[src/tpsc_defines.vh]
`ifndef TPSC_DEFINES_VH
`define TPSC_DEFINES_VH

// register byte addresses
`define TPSC_ADDR_PWR_CTRL    12'h000
`define TPSC_ADDR_PWR_STATUS  12'h004
`define TPSC_ADDR_INT_ENABLE  12'h008
`define TPSC_ADDR_INT_STATUS  12'h00c
`define TPSC_ADDR_WIDTH       12

// power states
`define TPSC_ST_FULL          2'h0
`define TPSC_ST_STANDBY       2'h2
`define TPSC_ST_OFF           2'h3

// power control fields
`define TPSC_CTRL_STATE_LSB   0
`define TPSC_CTRL_STATE_MSB   1
`define TPSC_CTRL_LINK_BIT    4

// interrupt bits
`define TPSC_INT_HOTPLUG      0
`define TPSC_INT_RSENSE       1
`define TPSC_INT_WIDTH        2

`define TPSC_ZERO32           32'h0000_0000
`define TPSC_ZERO_INT         2'h0
`define TPSC_CTRL_RESET       2'h0

`endif

[src/tpsc_power_ctrl.v]
// Operation
// - three host-selectable states: full, standby, off
// - full state keeps every subsystem but the link core clocked and enabled
// - standby disables the audio and video pipelines
// - standby keeps config port, cec, gpio, ddc master alive
// - serial link core enable follows software in full and standby; forced low while off
// - cec messaging still works in standby
// - identification data reads over display data channel work in standby
// - entering off stops all internal clocks
// - no register reads or writes answered while off
// - off state only raises hot-plug interrupt, if enabled beforehand
// - interrupt raised while off stays asserted
// - enabled pending interrupts drive int pin; status also pollable
//
// Design decisions made here: the APB slave port and the placing of the registers.
`timescale 1ns/1ps
`include "tpsc_defines.vh"

module tpsc_power_ctrl (
  input  wire                        clk,
  input  wire                        reset_n,
  input  wire                        psel,
  input  wire                        penable,
  input  wire                        pwrite,
  input  wire [`TPSC_ADDR_WIDTH-1:0] paddr,
  input  wire [31:0]                 pwdata,
  output wire                        pready,
  output reg  [31:0]                 prdata,
  output wire                        pslverr,
  input  wire                        hot_plug_in,
  input  wire                        rsense_in,
  output wire                        int_out,
  output wire                        audio_pipe_en,
  output wire                        video_pipe_en,
  output wire                        cfg_port_en,
  output wire                        cec_en,
  output wire                        gpio_en,
  output wire                        ddc_master_en,
  output wire                        link_core_en,
  output wire                        core_clk_en,
  output wire [1:0]                  power_state
);

  reg  [1:0]                 state_r;
  reg  [1:0]                 state_nxt;
  reg                        link_en_r;
  reg  [`TPSC_INT_WIDTH-1:0] int_en_r;
  reg  [`TPSC_INT_WIDTH-1:0] int_st_r;
  reg  [`TPSC_INT_WIDTH-1:0] int_st_nxt;
  wire [`TPSC_INT_WIDTH-1:0] rise;
  wire                       is_off;
  wire                       access;
  wire                       wr;
  wire                       rd;

  function sel_addr;
    input [`TPSC_ADDR_WIDTH-1:0] a;
    input [`TPSC_ADDR_WIDTH-1:0] ref_a;
    begin
      sel_addr = (a == ref_a);
    end
  endfunction

  function valid_state;
    input [1:0] s;
    begin
      valid_state = (s == `TPSC_ST_FULL) || (s == `TPSC_ST_STANDBY) ||
                    (s == `TPSC_ST_OFF);
    end
  endfunction

  tpsc_edge_detect u_edge (
    .clk      (clk),
    .reset_n  (reset_n),
    .level_in ({rsense_in, hot_plug_in}),
    .rise_out (rise)
  );

  assign is_off  = (state_r == `TPSC_ST_OFF);
  assign access  = psel & penable & ~is_off;
  // off: pready held low so the bus never completes, as no access exists
  assign pready  = ~is_off;
  assign pslverr = 1'b0;
  assign wr      = access & pwrite;
  // read data staged in the setup cycle, so it stands at the access edge
  assign rd      = psel & ~penable & ~pwrite & ~is_off;

  always @* begin
    state_nxt = state_r;
    if (wr && sel_addr(paddr, `TPSC_ADDR_PWR_CTRL) &&
        valid_state(pwdata[`TPSC_CTRL_STATE_MSB:`TPSC_CTRL_STATE_LSB])) begin
      state_nxt = pwdata[`TPSC_CTRL_STATE_MSB:`TPSC_CTRL_STATE_LSB];
    end
    // no write path leaves off; only reset does
    if (is_off) begin
      state_nxt = `TPSC_ST_OFF;
    end
  end

  always @* begin
    int_st_nxt = int_st_r;
    if (wr && sel_addr(paddr, `TPSC_ADDR_INT_STATUS)) begin
      int_st_nxt = int_st_r & ~pwdata[`TPSC_INT_WIDTH-1:0];
    end
    if (is_off) begin
      // only hot-plug events remain live while off
      int_st_nxt = int_st_r |
                   (rise & int_en_r &
                    (`TPSC_ZERO_INT | (2'h1 << `TPSC_INT_HOTPLUG)));
    end else begin
      int_st_nxt = int_st_nxt | (rise & int_en_r); // set beats clear
    end
  end

  always @(posedge clk) begin
    if (!reset_n) begin
      state_r   <= `TPSC_ST_FULL;
      link_en_r <= 1'b0;
      int_en_r  <= `TPSC_ZERO_INT;
      int_st_r  <= `TPSC_ZERO_INT;
    end else begin
      state_r  <= state_nxt;
      int_st_r <= int_st_nxt;
      if (wr && sel_addr(paddr, `TPSC_ADDR_PWR_CTRL)) begin
        link_en_r <= pwdata[`TPSC_CTRL_LINK_BIT];
      end
      if (wr && sel_addr(paddr, `TPSC_ADDR_INT_ENABLE)) begin
        int_en_r <= pwdata[`TPSC_INT_WIDTH-1:0];
      end
    end
  end

  always @(posedge clk) begin
    if (!reset_n) begin
      prdata <= `TPSC_ZERO32;
    end else if (rd) begin
      if (sel_addr(paddr, `TPSC_ADDR_PWR_CTRL)) begin
        prdata <= {27'h000_0000, link_en_r, 2'h0, state_r};
      end else if (sel_addr(paddr, `TPSC_ADDR_PWR_STATUS)) begin
        prdata <= {25'h000_0000, core_clk_en, ddc_master_en, cec_en,
                   video_pipe_en, audio_pipe_en, state_r};
      end else if (sel_addr(paddr, `TPSC_ADDR_INT_ENABLE)) begin
        prdata <= {30'h0000_0000, int_en_r};
      end else if (sel_addr(paddr, `TPSC_ADDR_INT_STATUS)) begin
        prdata <= {30'h0000_0000, int_st_r};
      end else begin
        prdata <= `TPSC_ZERO32;
      end
    end
  end

  assign audio_pipe_en = (state_r == `TPSC_ST_FULL);
  assign video_pipe_en = (state_r == `TPSC_ST_FULL);
  assign cfg_port_en   = ~is_off;
  assign cec_en        = ~is_off;
  assign gpio_en       = ~is_off;
  assign ddc_master_en = ~is_off;
  assign core_clk_en   = ~is_off;
  // link core left to software, except it cannot run with clocks stopped
  assign link_core_en  = link_en_r & ~is_off;
  assign power_state   = state_r;
  assign int_out       = |int_st_r;

endmodule // tpsc_power_ctrl

[src/tpsc_edge_detect.v]
`timescale 1ns/1ps
`include "tpsc_defines.vh"

// rising-edge detector for event inputs; inputs already synchronous
module tpsc_edge_detect (
  input  wire                     clk,
  input  wire                     reset_n,
  input  wire [`TPSC_INT_WIDTH-1:0] level_in,
  output wire [`TPSC_INT_WIDTH-1:0] rise_out
);

  reg [`TPSC_INT_WIDTH-1:0] level_d_r;

  always @(posedge clk) begin
    if (!reset_n) begin
      level_d_r <= `TPSC_ZERO_INT;
    end else begin
      level_d_r <= level_in;
    end
  end

  assign rise_out = level_in & ~level_d_r;

endmodule // tpsc_edge_detect

[config.mk]
export PLATFORM = sky130hd
export DESIGN_NAME = tpsc_power_ctrl
export DESIGN_NICKNAME = d
export VERILOG_FILES = /design/src/tpsc_power_ctrl.v /design/src/tpsc_edge_detect.v
export VERILOG_INCLUDE_DIRS = /design/src
export SDC_FILE = /design/constraint.sdc
export NUM_CORES = 1
export LEC_CHECK = 0
export BUFFER_PORTS_ARGS = -buffer_cell sky130_fd_sc_hd__buf_2
export CORE_AREA = 2 2 43 84
export DETAILED_ROUTE_END_ITERATION = 8
export DIE_AREA = 0 0 45 86
export GPL_ROUTABILITY_DRIVEN = 0
export PLACE_DENSITY = 0.74
export SLEW_MARGIN = 10
export SYNTH_ARGS = -nofsm -noshare
export SYNTH_HDL_FRONTEND = slang
export SYNTH_SLANG_ARGS = --single-unit
[constraint.sdc]
create_clock -name clk -period 1.2 [get_ports clk]
set_input_delay 0.18 -clock clk [delete_from_list [all_inputs] [get_ports clk]]
set_output_delay 0.18 -clock clk [all_outputs]
set_load 0.03 [all_outputs]
# Yosys cells after proc, flatten, opt, wreduce, memory -nomap -nowiden
# Index checks and enable logic that the tools add are counted.
[classes]
add_sub_neg = 0
multipliers = 0
n_div = 0
magnitude_cmp = 0
n_eq_ne = 6
shifts = 0
n_mux = 8
n_bitwise = 17
reduce_logical = 11
[ops]
columns = ["cell", "n"]
rows = [
  ["== test 12 x 4 -> 1 bit, second input constant", 2],
  ["2-to-1 mux 7 bit", 2],
  ["== test 12 x 3 -> 1 bit, second input constant", 1],
  ["logical NOT 12 bit", 1],
  ["2-to-1 mux 2 bit", 6],
  ["AND 1 bit", 7],
  ["AND 2 bit", 3],
  ["== test 2 bit, second input constant", 3],
  ["logical AND 1 bit", 4],
  ["logical NOT 2 bit", 2],
  ["NOT 2 bit", 2],
  ["NOT 1 bit", 3],
  ["logical OR 1 bit", 2],
  ["OR 2 x 1 -> 2 bit", 1],
  ["OR 2 bit", 1],
  ["nonzero test 2 bit", 1],
  ["OR reduction 2 bit", 1],
]
[word_totals]
reg_bits = 41
latchBits = 0
ramBits = 0
rom_bits = 0
inputBits = 51
out_inout_bits = 45
wordCells = 48
mem_count = 0

# Logic depth before layout (Yosys ltp)
[depth]
depth_word = 8
depth_mapped = 6
mapped_depth_nobuf = 4

# Cells and area by module
# Synthesis repeated with hierarchy kept, for this count alone.
[unflattened]
hier_cells = 123
hier_area_um2 = 998.5
[modules_own_cells]
columns = ["mod", "instances", "cells_each", "area_per_inst_um2", "seq_area_each_um2"]
rows = [
  ["tpsc_power_ctrl", 1, 117, 918.4, 240.2],
  ["tpsc_edge_detect", 1, 6, 80.1, 40.0],
]

# Least setup slack after synthesis
# OpenSTA, ideal clock, no wires.
[synth_path]
kind = "reg-to-output"
startpoint = "reg state_r[0], in the netlist power_state[0]"
endpoint = "out link_core_en"
arrival_ns = 1.411
required_ns = 1.020
path_slack_ns = -0.391
stages_incl_launch_ff = 3
path_buffers = 0
cell_sequence = "dfxtp_1 -> nand2_1 -> and2_1"
[synth_via]
elab_chain_len = 3
[synth_lines]
columns = ["item", "line_no", "text"]
rows = [
  ["from (decl)", "tpsc_power_ctrl.v:44", "reg [1:0] state_r;"],
  ["from (signal assigned)", "tpsc_power_ctrl.v:117", "state_r <= `TPSC_ST_FULL;"],
  ["from (signal assigned)", "tpsc_power_ctrl.v:122", "state_r <= state_nxt;"],
  ["== test 2 bit (no line)", "--", ""],
  ["NOT 1 bit", "--", ""],
  ["via cec_en", "tpsc_power_ctrl.v:36", "output wire cec_en,"],
  ["AND 1 bit", "tpsc_power_ctrl.v:160", "assign link_core_en = link_en_r & ~is_off;"],
  ["to (decl)", "tpsc_power_ctrl.v:39", "output wire link_core_en,"],
]
# The timed path passes the listed nets, and every way through them passes these cells.

# Final worst setup path
[layout_path]
startpoint = "reg state_r[1], in the netlist power_state[1]"
endpoint = "out link_core_en"
[layout_via]
elab_chain_len = 3
[layout_lines]
columns = ["item", "line_no"]
rows = [
  ["== test 2 bit (no line)", "--"],
  ["NOT 1 bit", "tpsc_power_ctrl.v:160"],
  ["AND 1 bit", "tpsc_power_ctrl.v:160"],
]
# No other way between the ends.

==> qor.yml <==
run_status:
  status: "finished, violations left"
  violations: "setup timing"
global_routing:
  grt_max_degree: 9
  overflow: 0
  grt_antenna_before_repair: 0
  grt_usage_pct: 14.3
  grt_pass1_vias: 929
  grt_pass1_wl_um: 4110
route:
  final_antenna_net_count: 0
  viasPerCell: 4.76
  dr.pass1.iters: 4
  wl_per_cell_um: 12.9
  route.detailed.drc: 0
  vias: 943
  drtIter0Drc: 33
  wirelength_um: 2560
cts:
  clk_pin_slew_ns: 0.06
  clock_latency_ns: 0.25
  cts_max_path_buffers: 2
  cts_tree: "built"
  clock_sinks: 14
  cts_max_level: 1
  root_buffer: "clkbuf_8"
  cts_hold_buffers: 0
  numCtsBuffers: 3
synth:
  yosysTopAreaCell: "dfxtp_1"
  synth_seq_area_share_pct: 27.3
  synth_cell_types: 37
  synth_top_area_share_pct: 27.3
  synth_cells: 119
  ys_ff_latch: 14
  synth_area_leaders: "dfxtp_1 (27%), buf_4 (25%), nor4_4 (4.1%)"
  yosys_warnings: 0
  synth_area_per_cell_um2: 8.63
  netlist_area_um2: 1030
power:
  power.density_nw_per_um2: 837
  netSwitchingFraction_pct: 30.3
  combinationalPowerShare_pct: 19.1
  p_int_uw: 807
  clkPwrFrac_pct: 40.8
  p_leak_uw: 0.000666
  power_uw: 1160
  peakVddDrop_v: 0.000375
  p_sw_uw: 351
  seqPwrFrac_pct: 40.1
die:
  io_pins: 96
  rows: 29
  die_x_um: 45
  start_util_pct: 32.2
  core_area_um2: 3190
  dieArea_um2: 3870
  die_h_um: 86
setup_path:
  r2r-start: "power_state[0]"
  rrSetupSlack_ns: -0.05
  crit_type: "reg -> out"
  path_max_fanout: 5
  worst_setup_path_start_kind: "flop"
  cp.required_ns: 1.02
  end_kind: "output pin"
  reg2regPathDepth: 5
  arrival_ns: 1.08
  r2r-end: "int_en_r[1]"
placement:
  dpl.hpwl_um: 1950
  place.port_buffers: 40
  dp_slack_ns: -0.206
  dp_cells: 186
sta:
  hold_viol_final: 0
  rsz0062_at_grt: "yes"
  fin_ws_ns: -0.0581
  timing.final.crit_share_pct: 105
  setup_violations: 12
  setup_tns_ns: -0.296
  holdWs_ns: 0.150
  period_minus_slack_ns: 1.26
  clock_skew_ns: 0.00224
  report.final.slew_viol_count: 0
  max_freq_mhz: 795
worst_hold_path:
  hold_end: "u_edge.level_d_r[1]"
  hp-start: "rsense_in"
  whs_path_depth: 2
  hold_path.class: "in -> reg"
cells_and_area:
  diodes: 0
  final_layout_size_suffix_gt1_share_pct: 50.3
  areaGrowthSynthToFinish_pct: 34.7
  post_layout_nonfiller_instances: 198
  nets: 219
  fillers: 319
flow_run:
  maxCapViolations: 0
through the flow:
step,area (um^2),util (%)
2_1_floorplan,1150,-
3_3_place_gp,1170,36.6
3_5_place_dp,1170,36.6
4_1_cts,1350,42.4
5_1_grt,1380,43.3
6_report,1380,43.3
flip-flops by register name (all words and copies together), names as in the netlist:
signal and flops:
power_state 2, link_en_r 1, int_en_r 2, u_edge.level_d_r 2, prdata 5, int_st_r 2
cell families after synthesis:
kind of cell	after synthesis	share of synthesized area (%)
AOI/OAI and AO/OA	22	16.2
buffers and inverters	40	28.0
and+or+nand+nor	40	26.2
muxes	2	1.95
other	1	0.365
DFF	14	27.3
how the worst max path moves through the flow:
stage	startpoint	end	slack, ns	cells past startpoint
after floorplan	power_state[1]	power_state[1]	-0.04	5
after global placement	paddr[5]	prdata[4]	-0.16	6
after detailed placement	paddr[1]	prdata[4]	-0.21	6
after CTS	power_state[1]	link_core_en	-0.06	4
after global routing	power_state[1]	link_core_en	-0.09	4
final	power_state[1]	link_core_en	-0.06	4
what timing repair did:
action	CTS	global route
gates resized for setup	23	8
pin swaps	7	4
setup endpoints to repair	15	22
setup buffers	6	1
cloned	1	0
power by group through the flow:
stage / registers [uW] / logic [uW] / clock network [uW]
global placement: 475 / 209 / 0
detailed placement: 475 / 211 / 0
CTS: 464 / 216 / 479
floorplan: 475 / 211 / 0
finish: 464 / 221 / 473
global route: 464 / 235 / 503
synthesized netlist by cell type:
cell,count
a31oi_1,3
mux2i_1,2
clkbuf_2,1
nor3_2,1
buf_4,34
nor2b_1,1
and2_0,2
a21boi_2,1
nand2_2,1
o21a_1,2
o21ai_0,3
or2_2,1
and3_2,1
nor4_4,2
nand2_1,5
dfxtp_1,14
a21o_1,1
a2111oi_2,1
nand3_1,3
nor2_1,6
nand4b_1,1
a41o_1,1
conb_1,1
inv_1,3
nand4_1,5
and3b_1,1
a21bo_1,1
buf_2,1
and3_1,2
o2111ai_2,1
and4_1,1
a21oi_2,1
buf_6,1
a2111oi_1,1
and2_1,5
a21oi_1,6
and4b_1,2
critical path, stage by stage, from the launching register on:
cell and delay, ns:
dfxtp_4 0.37, buf_8 0.14, nand2_8 0.06, and2_4 0.13
buf_6 0.13
per-layer routing:
layer  global-route usage (%)  vias to the layer above  part of all wire, %
li1                         -                      454                    -
met1                     13.0                      425                   32
met2                     27.3                       55                   56
met3                     2.53                        9                  8.0
met4                     7.75                        0                  3.8
met5                        0                        -                    0
area by class of cell:
cell class	instances	area [um^2]	area share, %
flip-flops and latches	14	289	20.9
multi-input cells	91	633	45.8
repair buffers	55	357	25.8
inverters	3	11.3	0.814
clock buffers	4	55.1	3.98
well taps	31	38.8	2.80
placed cells by master (no fill, tap or decap), drive strengths merged, types with 3 or more instances in the layout:
cell type  synthesis  layout
nand2              6       7
and2               7       7
nand3              3       3
nor2               6       6
conb               1      26
dfxtp             14      14
a21oi              7       7
inv                3       3
buf               36      54
clkbuf             1       5
o21ai              3       3
and3               3       3
a31oi              3       3
nand4              5       5
No activity file was read; power rests on OpenSTA's default activity.
